### src/logic/fbest_pkg.sv
// constants shared by the error status and timer register slice
package fbest_pkg;

   // ------------------------------------------------------------
   // register offsets on the host bus
   // ------------------------------------------------------------
   localparam int ADDR_W = 12;
   localparam logic [ADDR_W-1:0] ADDR_TIMER_STATUS = 12'h006;
   localparam logic [ADDR_W-1:0] ADDR_ERROR_STATUS = 12'h01E;
   localparam logic [ADDR_W-1:0] ADDR_SNAPSHOT = 12'h01F;
   localparam logic [ADDR_W-1:0] ADDR_FINE_HI = 12'h020;
   localparam logic [ADDR_W-1:0] ADDR_FINE_LO = 12'h021;
   localparam logic [ADDR_W-1:0] ADDR_MS_HI = 12'h022;
   localparam logic [ADDR_W-1:0] ADDR_MS_LO = 12'h023;
   localparam logic [ADDR_W-1:0] ADDR_BYTE_HI = 12'h024;
   localparam logic [ADDR_W-1:0] ADDR_BYTE_LO = 12'h025;

   // ------------------------------------------------------------
   // receive_error_status field positions
   // ------------------------------------------------------------
   localparam int POLARITY_REVERSED_STATUS_BIT = 7;
   localparam int TABLE_SEARCH_ACTIVE_STATUS_BIT = 6;
   localparam int CARRIER_LOST_STATUS_BIT = 4;
   localparam int OVERLENGTH_FRAME_STATUS_BIT = 3;
   localparam int LINE_CODE_ERROR_STATUS_BIT = 2;
   localparam int MISSING_END_DELIMITER_STATUS_BIT = 1;
   localparam int MISSING_START_DELIMITER_STATUS_BIT = 0;

   // ------------------------------------------------------------
   // timer_interrupt_status field positions (channel i: 2i, 2i+1)
   // ------------------------------------------------------------
   localparam int FINE_TIMER_WRAP_FLAG_BIT = 0;
   localparam int FINE_TIMER_COMPARE_FLAG_BIT = 1;
   localparam int MILLISECOND_WRAP_FLAG_BIT = 2;
   localparam int MILLISECOND_COMPARE_FLAG_BIT = 3;
   localparam int BYTE_TIMER_WRAP_FLAG_BIT = 4;
   localparam int BYTE_TIMER_COMPARE_FLAG_BIT = 5;
   localparam int FLAG_W = 6;

   // ------------------------------------------------------------
   // timers
   // ------------------------------------------------------------
   localparam int NUM_TIMERS = 3;
   localparam int TIMER_FINE = 0;
   localparam int TIMER_MS = 1;
   localparam int TIMER_BYTE = 2;
   localparam int PRESCALE_W = 17;
   localparam logic [15:0] COUNT_RESET = 16'h0000;
   localparam logic [15:0] COMPARE_RESET = 16'h0000;
   localparam logic [15:0] COUNT_WRAP = 16'hFFFF;
   localparam logic [7:0] READ_ZERO = 8'h00;

   // ------------------------------------------------------------
   // timing: tick periods in ns, cycles derived from the clock
   // ------------------------------------------------------------
   localparam int CLK_PERIOD_NS = 10;
   localparam int FINE_PERIOD_NS = 31250;
   localparam int MS_PERIOD_NS = 1000000;
   // one octet at 31.25 kbit/s is 8 bit times of 32 us
   localparam int BYTE_PERIOD_NS = 256000;
   localparam int FINE_TICK_CYCLES = FINE_PERIOD_NS / CLK_PERIOD_NS;
   localparam int MS_TICK_CYCLES = MS_PERIOD_NS / CLK_PERIOD_NS;
   localparam int BYTE_TICK_CYCLES = BYTE_PERIOD_NS / CLK_PERIOD_NS;

endpackage

### src/logic/fbest_timer_if.sv
// carrier between the register decode and the timer bank
`timescale 1ns/1ps
interface fbest_timer_if;
   import fbest_pkg::*;

   logic [NUM_TIMERS-1:0][15:0] count;
   logic [FLAG_W-1:0] flags;
   logic [NUM_TIMERS-1:0] compare_we;
   logic compare_high;
   logic [7:0] wdata;
   logic [FLAG_W-1:0] flag_clear;

   modport regs (
      input count,
      input flags,
      output compare_we,
      output compare_high,
      output wdata,
      output flag_clear
   );

   modport bank (
      output count,
      output flags,
      input compare_we,
      input compare_high,
      input wdata,
      input flag_clear
   );
endinterface

### src/logic/fbest_timer_bank.sv
// three free-running data-link timers with compare and wrap flags
`timescale 1ns/1ps
module fbest_timer_bank #(
   parameter int MS_CYCLES = fbest_pkg::MS_TICK_CYCLES,
   parameter int BYTE_CYCLES = fbest_pkg::BYTE_TICK_CYCLES
) (
   // clock and reset
   input wire logic clk,
   input wire logic reset_n,
   input wire logic clk_en,
   // register side
   fbest_timer_if.bank tif
);
   import fbest_pkg::*;

   for (genvar i = 0; i < NUM_TIMERS; i++) begin : g_timer
      localparam int LIMIT_INT = (i == TIMER_FINE) ? FINE_TICK_CYCLES :
                                 (i == TIMER_MS) ? MS_CYCLES : BYTE_CYCLES;
      localparam logic [PRESCALE_W-1:0] LAST =
         PRESCALE_W'(LIMIT_INT - 1);

      logic [PRESCALE_W-1:0] pre_reg;
      logic [15:0] count_reg;
      logic [15:0] compare_reg;
      logic match_prev_reg;
      logic wrap_prev_reg;
      logic compare_flag_reg;
      logic wrap_flag_reg;
      logic match_now;
      logic wrap_now;
      logic tick;

      assign tick = (pre_reg == LAST);
      assign match_now = (count_reg == compare_reg);
      assign wrap_now = (count_reg == COUNT_WRAP);

      // -------------------------------------------------------
      // prescaler and count
      // -------------------------------------------------------
      always_ff @(posedge clk or negedge reset_n) begin
         if (!reset_n) begin
            pre_reg <= '0;
         end else if (clk_en) begin
            pre_reg <= tick ? '0 : pre_reg + 1'b1;
         end
      end

      always_ff @(posedge clk or negedge reset_n) begin
         if (!reset_n) begin
            count_reg <= COUNT_RESET;
         end else if (clk_en && tick) begin
            count_reg <= count_reg + 16'h0001;
         end
      end

      // compare value, loaded one byte at a time
      always_ff @(posedge clk or negedge reset_n) begin
         if (!reset_n) begin
            compare_reg <= COMPARE_RESET;
         end else if (clk_en && tif.compare_we[i]) begin
            if (tif.compare_high) begin
               compare_reg[15:8] <= tif.wdata;
            end else begin
               compare_reg[7:0] <= tif.wdata;
            end
         end
      end

      // -------------------------------------------------------
      // flags: set on entering a match, so a clear sticks while
      // the count dwells on the value; set beats clear
      // -------------------------------------------------------
      always_ff @(posedge clk or negedge reset_n) begin
         if (!reset_n) begin
            match_prev_reg <= 1'b0;
            wrap_prev_reg <= 1'b0;
         end else if (clk_en) begin
            match_prev_reg <= match_now;
            wrap_prev_reg <= wrap_now;
         end
      end

      always_ff @(posedge clk or negedge reset_n) begin
         if (!reset_n) begin
            compare_flag_reg <= 1'b0;
         end else if (clk_en) begin
            if (match_now && !match_prev_reg) begin
               compare_flag_reg <= 1'b1;
            end else if (tif.flag_clear[2*i+1]) begin
               compare_flag_reg <= 1'b0;
            end
         end
      end

      always_ff @(posedge clk or negedge reset_n) begin
         if (!reset_n) begin
            wrap_flag_reg <= 1'b0;
         end else if (clk_en) begin
            if (wrap_now && !wrap_prev_reg) begin
               wrap_flag_reg <= 1'b1;
            end else if (tif.flag_clear[2*i]) begin
               wrap_flag_reg <= 1'b0;
            end
         end
      end

      assign tif.count[i] = count_reg;
      assign tif.flags[2*i+1:2*i] = {compare_flag_reg, wrap_flag_reg};
   end

endmodule

### src/logic/fbest_regs.sv
// error status and timer register slice of the fieldbus controller
`timescale 1ns/1ps
module fbest_regs #(
   parameter int MS_CYCLES = fbest_pkg::MS_TICK_CYCLES,
   parameter int BYTE_CYCLES = fbest_pkg::BYTE_TICK_CYCLES
) (
   // clock and reset
   input wire logic clk,
   input wire logic reset_n,
   input wire logic clk_en,
   // host register bus
   input wire logic [fbest_pkg::ADDR_W-1:0] bus_addr,
   input wire logic register_select_n,
   input wire logic bus_wr,
   input wire logic bus_rd,
   input wire logic [7:0] bus_data_in,
   output logic [7:0] bus_data_out,
   output logic bus_data_oe_n,
   // receive-side conditions
   input wire logic rx_polarity_reversed,
   input wire logic rx_table_search_active,
   input wire logic rx_carrier_lost,
   input wire logic rx_overlength_frame,
   input wire logic rx_line_code_error,
   input wire logic rx_missing_end_delimiter,
   input wire logic rx_missing_start_delimiter
);
   import fbest_pkg::*;

   fbest_timer_if tif ();

   logic wr_active;
   logic wr_prev_reg;
   logic wr_pulse;
   logic [7:0] error_status_reg;
   logic [NUM_TIMERS-1:0][15:0] snapshot_reg;
   logic [7:0] rd_data_reg;
   logic [7:0] rd_next;
   logic [NUM_TIMERS-1:0] compare_we;

   // ------------------------------------------------------------
   // bus strobes
   // ------------------------------------------------------------
   // a write holds for several clocks; only its first cycle acts,
   // so a long strobe cannot clear a flag that is set again later
   assign wr_active = !register_select_n && bus_wr;
   assign wr_pulse = wr_active && !wr_prev_reg;

   always_ff @(posedge clk or negedge reset_n) begin
      if (!reset_n) begin
         wr_prev_reg <= 1'b0;
      end else if (clk_en) begin
         wr_prev_reg <= wr_active;
      end
   end

   // pin is driven only while a register read is in progress
   assign bus_data_oe_n = !(!register_select_n && bus_rd);
   assign bus_data_out = rd_data_reg;

   // ------------------------------------------------------------
   // receive error status
   // ------------------------------------------------------------
   always_ff @(posedge clk or negedge reset_n) begin
      if (!reset_n) begin
         error_status_reg <= READ_ZERO;
      end else if (clk_en) begin
         error_status_reg <= READ_ZERO;
         error_status_reg[POLARITY_REVERSED_STATUS_BIT] <=
            rx_polarity_reversed;
         error_status_reg[TABLE_SEARCH_ACTIVE_STATUS_BIT] <=
            rx_table_search_active;
         error_status_reg[CARRIER_LOST_STATUS_BIT] <=
            rx_carrier_lost;
         error_status_reg[OVERLENGTH_FRAME_STATUS_BIT] <=
            rx_overlength_frame;
         error_status_reg[LINE_CODE_ERROR_STATUS_BIT] <=
            rx_line_code_error;
         error_status_reg[MISSING_END_DELIMITER_STATUS_BIT] <=
            rx_missing_end_delimiter;
         error_status_reg[MISSING_START_DELIMITER_STATUS_BIT] <=
            rx_missing_start_delimiter;
      end
   end

   // ------------------------------------------------------------
   // timer snapshot
   // ------------------------------------------------------------
   // all channels load together so a high/low byte pair always
   // belongs to one instant, however long the reads are spread
   always_ff @(posedge clk or negedge reset_n) begin
      if (!reset_n) begin
         snapshot_reg <= '0;
      end else if (clk_en && wr_pulse && bus_addr == ADDR_SNAPSHOT) begin
         snapshot_reg <= tif.count;
      end
   end

   // ------------------------------------------------------------
   // writes toward the timer bank
   // ------------------------------------------------------------
   always_comb begin
      compare_we = '0;
      if (wr_pulse) begin
         unique case (bus_addr)
            ADDR_FINE_HI, ADDR_FINE_LO: begin
               compare_we[TIMER_FINE] = 1'b1;
            end
            ADDR_MS_HI, ADDR_MS_LO: begin
               compare_we[TIMER_MS] = 1'b1;
            end
            ADDR_BYTE_HI, ADDR_BYTE_LO: begin
               compare_we[TIMER_BYTE] = 1'b1;
            end
            default: begin
               compare_we = '0;
            end
         endcase
      end
   end

   assign tif.compare_we = compare_we;
   // even offset carries the high byte
   assign tif.compare_high = !bus_addr[0];
   assign tif.wdata = bus_data_in;
   assign tif.flag_clear = (wr_pulse && bus_addr == ADDR_TIMER_STATUS) ?
      bus_data_in[FLAG_W-1:0] : '0;

   fbest_timer_bank #(
      .MS_CYCLES(MS_CYCLES),
      .BYTE_CYCLES(BYTE_CYCLES)
   ) u_bank (
      .clk(clk),
      .reset_n(reset_n),
      .clk_en(clk_en),
      .tif(tif.bank)
   );

   // ------------------------------------------------------------
   // read path
   // ------------------------------------------------------------
   always_comb begin
      rd_next = READ_ZERO;
      unique case (bus_addr)
         ADDR_TIMER_STATUS: begin
            rd_next = {2'b00, tif.flags};
         end
         ADDR_ERROR_STATUS: begin
            rd_next = error_status_reg;
         end
         ADDR_FINE_HI: begin
            rd_next = snapshot_reg[TIMER_FINE][15:8];
         end
         ADDR_FINE_LO: begin
            rd_next = snapshot_reg[TIMER_FINE][7:0];
         end
         ADDR_MS_HI: begin
            rd_next = snapshot_reg[TIMER_MS][15:8];
         end
         ADDR_MS_LO: begin
            rd_next = snapshot_reg[TIMER_MS][7:0];
         end
         ADDR_BYTE_HI: begin
            rd_next = snapshot_reg[TIMER_BYTE][15:8];
         end
         ADDR_BYTE_LO: begin
            rd_next = snapshot_reg[TIMER_BYTE][7:0];
         end
         default: begin
            rd_next = READ_ZERO;
         end
      endcase
   end

   always_ff @(posedge clk or negedge reset_n) begin
      if (!reset_n) begin
         rd_data_reg <= READ_ZERO;
      end else if (clk_en) begin
         rd_data_reg <= rd_next;
      end
   end

endmodule

### config.mk
export PLATFORM = sky130hd
export DESIGN_NAME = fbest_regs
export DESIGN_NICKNAME = d
export VERILOG_FILES = /design/src/logic/fbest_pkg.sv /design/src/logic/fbest_timer_if.sv /design/src/logic/fbest_timer_bank.sv /design/src/logic/fbest_regs.sv
export SDC_FILE = /design/constraint.sdc
export NUM_CORES = 1
export LEC_CHECK = 0
export ABC_AREA = 1
export BUFFER_PORTS_ARGS = -buffer_cell sky130_fd_sc_hd__buf_4
export CAP_MARGIN = 20
export CELL_PAD_IN_SITES_DETAIL_PLACEMENT = 1
export CELL_PAD_IN_SITES_GLOBAL_PLACEMENT = 1
export CORE_MARGIN = 5
export CORE_UTILIZATION = 42
export CTS_BUF_LIST = sky130_fd_sc_hd__clkbuf_16
export CTS_CLUSTER_SIZE = 8
export DETAILED_ROUTE_END_ITERATION = 7
export PLACE_DENSITY = 0.87
export SLEW_MARGIN = 10
export SYNTH_ARGS = -nofsm -noshare
export SYNTH_HDL_FRONTEND = slang
export SYNTH_SLANG_ARGS = --single-unit
### constraint.sdc
create_clock -name clk -period 1.6 [get_ports clk]
set_input_delay 0.08 -clock clk [delete_from_list [all_inputs] [get_ports clk]]
set_output_delay 0.08 -clock clk [all_outputs]
set_load 0.01 [all_outputs]
# [Word level (Yosys, flattened, before mapping)]
# Index checks and enable logic that the tools add are counted.
# Widths: inputs -> output; s select.
[word_totals] regBits=223 input_bits=33 output_inout_bits=9 elab_cells=124
[op_classes] addsub=6 eq_ne=18 n_mux=21 bitwise_logic=1 n_reduce_logical=48
[op_table] op="$eq 12x6->1 const B" n=6
[op_table] op="$pmux 8 s8" n=1
[op_table] op="$add 17x1->17 const B" n=3
[op_table] op="$mux 17" n=3
[op_table] op="$add 16x1->16 const B" n=3
[op_table] op="$eq 16x16->1" n=3
[op_table] op="$eq 16x16->1 const B" n=3
[op_table] op="$eq 12x5->1 const B" n=2
[op_table] op="$reduce_and 2->1" n=12
[op_table] op="$logic_and 1x1->1" n=18
[op_table] op="$eq 17x12->1 const B" n=1
[op_table] op="$eq 17x15->1 const B" n=1
[op_table] op="$eq 17x17->1 const B" n=1
[op_table] op="$mux 1" n=15
[op_table] op="$eq 12x3->1 const B" n=1
[op_table] op="$reduce_bool 2->1" n=6
[op_table] op="$logic_not 1->1" n=9
[op_table] op="$mux 6" n=1
[op_table] op="$reduce_or 2->1" n=3
[op_table] op="$mux 3" n=1
[op_table] op="$not 1->1" n=1

# [Logic depth before layout (Yosys ltp)]
# Gate-level depths: netlist of the first run.
[logic_depth] word_depth=7 ltp_mapped=10 mapped_depth_nobuf=10

# [Cells and area by module]
# From an unflattened synthesis of the first run, not the netlist that was laid out.
[hier_totals] hier_cells=1826 area_unflattened_um2=12637.1
[modules_own_cells] module="fbest_timer_bank" n_inst=1 cells_per_inst=1355 area_each_um2=9305.2
[modules_own_cells] module="fbest_regs" n_inst=1 cells_per_inst=471 area_each_um2=3331.9

# [Worst setup path before layout of the first run]
# OpenSTA, ideal clock, no wires.
[synth_timing] kind="register to register" startpoint="register u_bank.g_timer[2].pre_reg[0]" endpoint="register u_bank.g_timer[2].count_reg[8]" setup_ns=0.079 arrival_time_ns=1.457 path_slack_ns=0.064 stages_incl_launch_ff=10 synth_period_minus_slack_ns=1.536 path_cell_list="dfrtp_1 > ha_1 > nand3_1 > nor2_1 > nand2_1 > nor2_4 > nand2_2 > buf_6 > nor2_1 > xor2_1"
[synth_via] elab_chain_cells=2
[synth_rtl] element="start: declaration" line_no="fbest_timer_bank.sv:22" text="logic [PRESCALE_W-1:0] pre_reg;"
[synth_rtl] element="start signal: assignment" line_no="fbest_timer_bank.sv:44" text="pre_reg <= tick ? '0 : pre_reg + 1'b1;"
[synth_rtl] element="$eq 17x15->1" line_no="fbest_timer_bank.sv:33" text="assign tick = (pre_reg == LAST);"
[synth_rtl] element="$logic_and 1x1->1" line_no="fbest_timer_bank.sv:51" text="end else if (clk_en && tick) begin"
[synth_rtl] element="end signal: assignment" line_no="fbest_timer_bank.sv:52" text="count_reg <= count_reg + 16'h0001;"
[synth_rtl] element="end: declaration" line_no="fbest_timer_bank.sv:23" text="logic [15:0] count_reg;"
# No other way between the ends.
# A chain may end at the register's enable or synchronous reset.

# [Worst setup path after layout of the first run]
[layout_timing] startpoint="register wr_prev_reg" endpoint="register snapshot_reg[44] (netlist name)"
[layout_via] elab_chain_cells=4
[layout_rtl] element="start: declaration" line_no="fbest_regs.sv:33" text="logic wr_prev_reg;"
[layout_rtl] element="start signal: assignment" line_no="fbest_regs.sv:53" text="wr_prev_reg <= wr_active;"
[layout_rtl] element="$logic_not 1->1" line_no="fbest_regs.sv:47" text="assign wr_pulse = wr_active && !wr_prev_reg;"
[layout_rtl] element="$logic_and 1x1->1" line_no="fbest_regs.sv:47"
[layout_rtl] element="$logic_and 1x1->1 (2 in a row)" line_no="fbest_regs.sv:94" text="end else if (clk_en && wr_pulse && bus_addr == ADDR_SNAPSHOT) begin"
[layout_rtl] element="end signal: assignment" line_no="fbest_regs.sv:95" text="snapshot_reg <= tif.count;"
[layout_rtl] element="end: declaration" line_no="fbest_regs.sv:36" text="logic [NUM_TIMERS-1:0][15:0] snapshot_reg;"
# No other way between the ends.

==> metrics.yaml, run 1 <==
outcome:
  outcome: "complete, but fails checks"
  violations: "setup timing"
setup_path:
  rr_startpoint: "wr_prev_reg"
  r2r_slack_ns: -0.28
  required_ns: 2.02
  cp-start-kind: "register"
  criticalPathCategory: "reg -> reg"
  crit_fanout: 16
  r2r_cells: 7
  crit_arrival_ns: 2.30
  worstReg2RegEnd: "snapshot_reg[44]"
  endpoint_kind: "register"
logic_synthesis:
  netlist_top_cells_count: "nand2_1, dfrtp_1, inv_1, nor2_1, nand3_1"
  ys_seq_area_frac: 0.486
  synth_compound_area_frac: 0.0864
  avgSynthCellArea_um2: 7.81
  yosys_warnings: 0
  synth-async-reset-ratio: 1.00
  synth_edf_count: 0
  post-synth-top-count-cell: "nand2_1"
  yosys-mux-area-fraction: 0
  syn_inst: 1469
  synth_flop_cell: "dfrtp_1"
  synth_top_family_by_area: "simple AND/OR/NAND/NOR gates"
  synthAdderAreaFrac: 0.00764
  netlist-cell-type-count: 40
  yosys-top-cells-area: "dfrtp_1, nand2_1, inv_1"
  yosys.area_share.simple: 0.292
  synth_xor_area_frac: 0.0557
  syn_nets: 1509
  synthesis.area_um2: 11500
  synth_top_cell_area_share: 0.486
  synth_seq_cells: 223
  synth_top_area_cell: "dfrtp_1"
grt:
  first_global_vias: 11700
  overflow: 0
  grt_first_pass_wirelength_um: 61700
  grt_util_all_layers: 0.246
  grt_max_degree: 65
  antenna_found_initial: 0
floorplan:
  die_y_um: 175
  core_area_um2: 27000
  start_util: 0.426
  io_pins: 42
  num_rows: 60
  die_area_um2: 30700
  dieWidth_um: 175
power_and_ir_drop:
  irDropWorstVdd_mv: 0.939
  p_leak_nw: 7.21
  powerDensity_nw_per_um2: 971
worst_hold_path:
  hold_path.class: "in -> async"
route:
  wl_per_cell_um: 24.6
  viasPerCell: 5.99
  wl_um: 48500
  antenna_left: 0
  first_iter_violations: 1080
  drc_errors: 0
  first_pass_iters: 8
  dr_total_vias: 11800
clock_tree:
  cts_made_buffers: 31
  clockRootBuffer: "clkbuf_16"
  cts_tree: "done"
  clk_latency_ns: 0.56
  htreeDepth: 1
  clockBufferDepth: 3
  numClockSinks: 223
  clkSlewWorstSetupHoldPaths_ns: 0.06
layout:
  area_growth_syn_to_layout_pct: 29.4
  fin_util: 0.551
  layout.nets: 1672
  layout-drive-gt1-share: 0.245
  final_area_um2: 14800
  largest_reg_flops: 51
  layout.cells.non_filler: 1972
  n_antenna_cell: 0
sta:
  period_minus_slack_ns: 1.88
  period_share: 1.17
  fin_ws_ns: -0.277
  setup_viol: 135
  rsz0062_at_grt: "yes"
  hold_violations: 0
  worstMarginPinSlew_ns: 0.602
  drv_slew: 0
  clock_skew_ns: 0.0161
  fmax_mhz: 533
  relSlewSlack: 0.599
job:
  maxCapViolations: 0
placed_design:
  dp_slack_ns: -0.0979
  place.detailed.hpwl_um: 26100
  gp_congestion: 0.912
  dpl.cell_count: 1901
  dpl_cell_area_um2: 12800
  numPortBuffers: 41
## cell type report
class	instances	area [µm²]
fillers	3122	12100
clock inverters	1	3.75
flip-flops and latches	223	5590
repair buffers	166	1600
multi-input cells	1043	5790
repair inverters	1	16.3
inverters	166	641
well taps	341	427
clock buffers	31	776
## critical path, cell delays in order, from the launching register on
cell	delay, ns
dfrtp_1	0.37
inv_1	0.07
nand4_1	0.32
inv_2	0.28
nand3_4	0.23
clkbuf_16	0.28
nand2_1	0.10
o21ai_1	0.09
## layer usage
metal | up-vias | GRT usage | share of wire
met5 | - | 0 | 0
met4 | 0 | 0.0923 | 0.068
met3 | 220 | 0.0353 | 0.068
met2 | 611 | 0.438 | 0.49
met1 | 5951 | 0.304 | 0.38
li1 | 5039 | - | -
## kinds of logic after synthesis
group | count (synthesis)
AOI/OAI and AO/OA | 187
and+or+nand+nor | 775
buffers and inverters | 204
adders and majority gates | 7
DFF | 223
xor gates and xnor gates | 73
## per-stage QoR
step                hold WS (ns)  TNS, ns  power [mW]
detailed placement      -0.00516    -3.75        8.08
global route              0.0374   -24.59        14.9
finish                   0.00428   -22.45        14.4
global placement         -0.0106   -0.117        7.93
floorplan                 -0.216        0        7.18
CTS                      0.00613   -0.501        13.9
## what timing repair did
| action | in CTS | in global routing |
|---|---|---|
| setup endpoints to repair | 109 | 145 |
| hold endpoints to repair | 235 | 0 |
| buffers inserted | 5 | 10 |
| pin swaps | 12 | 27 |
| gates resized for setup | 61 | 206 |
| gates cloned | 2 | 9 |
| hold buffers | 14 | 0 |
## how the worst max path moves through the flow
stage,from,endpoint,slack (ns),cells past startpoint
floorplan,u_bank.g_timer[2].pre_reg[0],u_bank.g_timer[2].count_reg[8],0.06,9
global placement,wr_prev_reg,u_bank.g_timer[0].compare_reg[9],-0.02,8
detailed placement,u_bank.g_timer[0].pre_reg[0],u_bank.g_timer[0].count_reg[3],-0.1,9
CTS,u_bank.g_timer[0].pre_reg[1],u_bank.g_timer[0].count_reg[14],-0.06,10
global route,wr_prev_reg,snapshot_reg[34],-0.28,6
finish,wr_prev_reg,snapshot_reg[44],-0.28,7
## where the power goes
group | total, mW | switching [mW] | internal (mW)
Clock | 5.84 | 2.48 | 3.35
Sequential | 6.38 | 0.393 | 5.99
Combinational | 2.19 | 1.35 | 0.845
Total | 14.4 | 4.22 | 10.2
## cells in the final DEF, fill, tap and decap left out, types with 10 or more instances in the layout
cell type / n
o21ai_1: 65
nor2_1: 115
dlygate4sd3_1: 13
nand2_2: 65
xor2_1: 68
buf_6: 11
buf_4: 121
nand4_1: 38
nand2_1: 338
nand3_2: 11
o21ai_2: 41
nor2_2: 25
nand2_4: 15
nand3_1: 110
nor3_1: 20
nor3_2: 10
buf_12: 15
dfrtp_1: 218
a21oi_1: 15
inv_1: 153
clkbuf_16: 36
inv_2: 12
o21ai_0: 55
Power figures use the tool's default switching activity.
==> run 2, diff against run 1 <==
- CORE_MARGIN: 5 -> unset
==> run 2 against run 1 <==
Net effect:
- the flow still finishes with violations (setup timing)
- sequential share of layout area up 1.4 points
- die area fell by 8.9%
- core utilization shrank 1.8 points
- sequential cell count unchanged
- critical path depth grew 1
- total power shrank 2.7%
- hold slack improved by 0.011 ns
- final cell count up 0.15%
- critical path type unchanged
- largest cell class is now sequential cells
- highest routed layer unchanged
==> metrics.yaml, run 2 (synthesized netlist as in run 1, its figures left out) <==
layout:
  n_antenna_cell: 0  # unchanged
  layout-drive-gt1-share: 0.177  # -0.0678
  fillers: 3274  # +4.9%
  layout.cells.non_filler: 1975  # +0.15%
  layout_commonest_cell: "nand2_1"
  layout.nets: 1674  # +0.12%
  mostFrequentLayoutCells: "nand2_1, dfrtp_1, inv_1, buf_4, nor2_1"
  area_growth_syn_to_layout_pct: 24.7
  largest_reg_flops: 51  # unchanged
  fin_util: 0.532  # -0.0185
grt:
  first_global_vias: 11500  # -1.3%
  grt_use_met1: 0.328  # +0.0241
  grt_first_pass_wirelength_um: 59300  # -3.8%
  grt_util_all_layers: 0.265  # +0.0189
  busiest_layer: "met2"
  grt_max_degree: 55  # -15%
  grt_use_met3: 0.0359  # +0.000626
  antenna_found_initial: 0  # unchanged
  groute.layer.met2.usage: 0.462  # +0.0244
  overflow: 0  # unchanged
setup_path:
  critical_path.top_delay_family: "simple AND/OR/NAND/NOR gates"
  endpoint_kind: "register"
  critPathMaxStageDelay_ns: 0.40  # +0.03 ns
  crit_chain: "ha_4, nand3_2, nor2_1, nand2_1, nor2_4, nand2_2, nor2_2, xor2_1"
  cp-start-kind: "register"
  crit_path_top_delay_cell: "dfrtp_1"
  cp_num_buf_inv: 0  # -3
  required_ns: 2.07  # +0.05 ns
  crit_arrival_ns: 2.13  # -0.17 ns
  criticalPathCategory: "reg -> reg"
  crit_fanout: 6  # -10
sta:
  drv_slew: 0  # unchanged
  worstMarginPinSlew_ns: 0.433  # -0.169 ns
  period_minus_slack_ns: 1.67  # -0.209 ns
  tns_ns: -0.337  # +22.12 ns
  rsz0062_at_grt: "yes"
  fmax_mhz: 599  # +13%
  fin_ws_ns: -0.0683  # +0.209 ns
  hold_violations: 0  # unchanged
  setup_viol: 11  # -92%
  relSlewSlack: 0.711  # +0.112
  period_share: 1.04  # -0.131
  hold-worst-slack_ns: 0.0151  # +0.0108 ns
  clock_skew_ns: 0.0160  # -0.000112 ns
floorplan:
  dieWidth_um: 167  # -4.6%
  start_util: 0.427  # +0.00119
  num_rows: 60  # unchanged
  core_area_um2: 26900  # -0.28%
  die_area_um2: 28000  # -8.9%
  die_y_um: 167  # -4.6%
  io_pins: 42  # unchanged
clock_tree:
  htreeDepth: 1  # unchanged
  clockBufferDepth: 3  # unchanged
  clk_latency_ns: 0.56  # about the same
  numClockSinks: 223  # unchanged
  clockRootBuffer: "clkbuf_16"
  clkSlewWorstSetupHoldPaths_ns: 0.05  # about the same
  cts_made_buffers: 31  # unchanged
  cts_tree: "done"
power_and_ir_drop:
  p_leak_nw: 6.99  # -3.1%
  powerDensity_nw_per_um2: 980  # +0.97%
  irDropWorstVdd_mv: 0.747  # -20%
placed_design:
  gp_congestion: 0.920  # +0.80%
  dpl.cell_count: 1907  # +0.32%
  dp_slack_ns: -0.0886  # +0.00933 ns
  numPortBuffers: 41  # unchanged
  place.detailed.hpwl_um: 25300  # -3.3%
route:
  dr_total_vias: 10900  # -7.9%
  first_pass_iters: 5  # -3
  viasPerCell: 5.52  # -8.0%
  wl_um: 37700  # -22%
  first_iter_violations: 744  # -31%
  antenna_left: 0  # unchanged
  drc_errors: 0  # unchanged
  wl_per_cell_um: 19.1  # -22%
outcome:
  violations: "setup timing"
  outcome: "complete, but fails checks"
job:
  maxCapViolations: 0  # unchanged
worst_hold_path:
  hold_path.class: "in -> async"
[run 2: cell count changes in the layout (fill, tap and decap cells not counted), sizes merged]
cell	before	now
buf	148	150
clkbuf	36	31
clkinv	2	0
dlygate4sd3	13	18
inv	166	168
nand2	419	420
[run 2: final cells by class]
cell class	instances	area [µm²]	share of cell area
Clock buffer	31	776	0.0542
Multi-Input combinational cell	1044	5390	0.377
Sequential cell	223	5580	0.390
Tap cell	341	427	0.0298
Clock inverter	2	12.5	0.000875
Inverter	166	633	0.0443
Timing Repair Buffer	168	1490	0.104
[run 2: power by group]
part	internal (mW)	switching (mW)
registers	5.99	0.362
clock network	3.36	2.36
logic	0.786	1.17
total	10.1	3.89
[run 2: routing by layer]
layer  wire (µm)  vias to the layer above  share of wire
met2       19000                      285           0.50
met3        1580                      104          0.042
met1       15600                     5459           0.41
met5           0                        -              0
met4        1480                        0          0.039
li1            -                     5045              -
[run 2: what timing repair did]
| item | CTS | global route |
|---|---|---|
| endpoints found under the hold margin | 254 | 0 |
| pin swaps | 3 | 17 |
| gates resized for setup | 26 | 90 |
| hold buffers | 18 | 0 |
| endpoints found under the setup margin | 90 | 90 |
| buffers inserted | 2 | 14 |
| gates cloned | 0 | 2 |
[run 2: path summary, 6_finish.rpt]
check                                                 from                               end  slack, ns  cells past startpoint
max                           u_bank.g_timer[2].pre_reg[0]   u_bank.g_timer[2].count_reg[11]      -0.07                      8
min                                                reset_n    u_bank.g_timer[0].count_reg[4]       0.02                      2
max reg2reg                   u_bank.g_timer[2].pre_reg[0]   u_bank.g_timer[2].count_reg[11]      -0.07                      8
min reg2reg                u_bank.g_timer[1].wrap_prev_reg   u_bank.g_timer[1].wrap_flag_reg       0.46                      1
max in group asynchronous                          reset_n      u_bank.g_timer[1].pre_reg[2]       0.91                      3
min in group clk                            bus_data_in[5]  u_bank.g_timer[2].compare_reg[5]       0.02                      3
[run 2: per-stage QoR]
stage               total power, mW  instance area (µm²)
finish                         14.0                14300
global route                   14.5                14300
CTS                            13.9                13900
detailed placement             8.04                12800
global placement               7.93                12800
floorplan                      7.18                11500
[run 2: worst reg2reg max path, stage by stage, from the launching register on]
cell     delay (ns)
dfrtp_1        0.40
ha_4           0.18
nand3_2        0.07
nor2_1         0.11
nand2_1        0.13
nor2_4         0.22
nand2_2        0.15
nor2_2         0.14
xor2_1         0.18
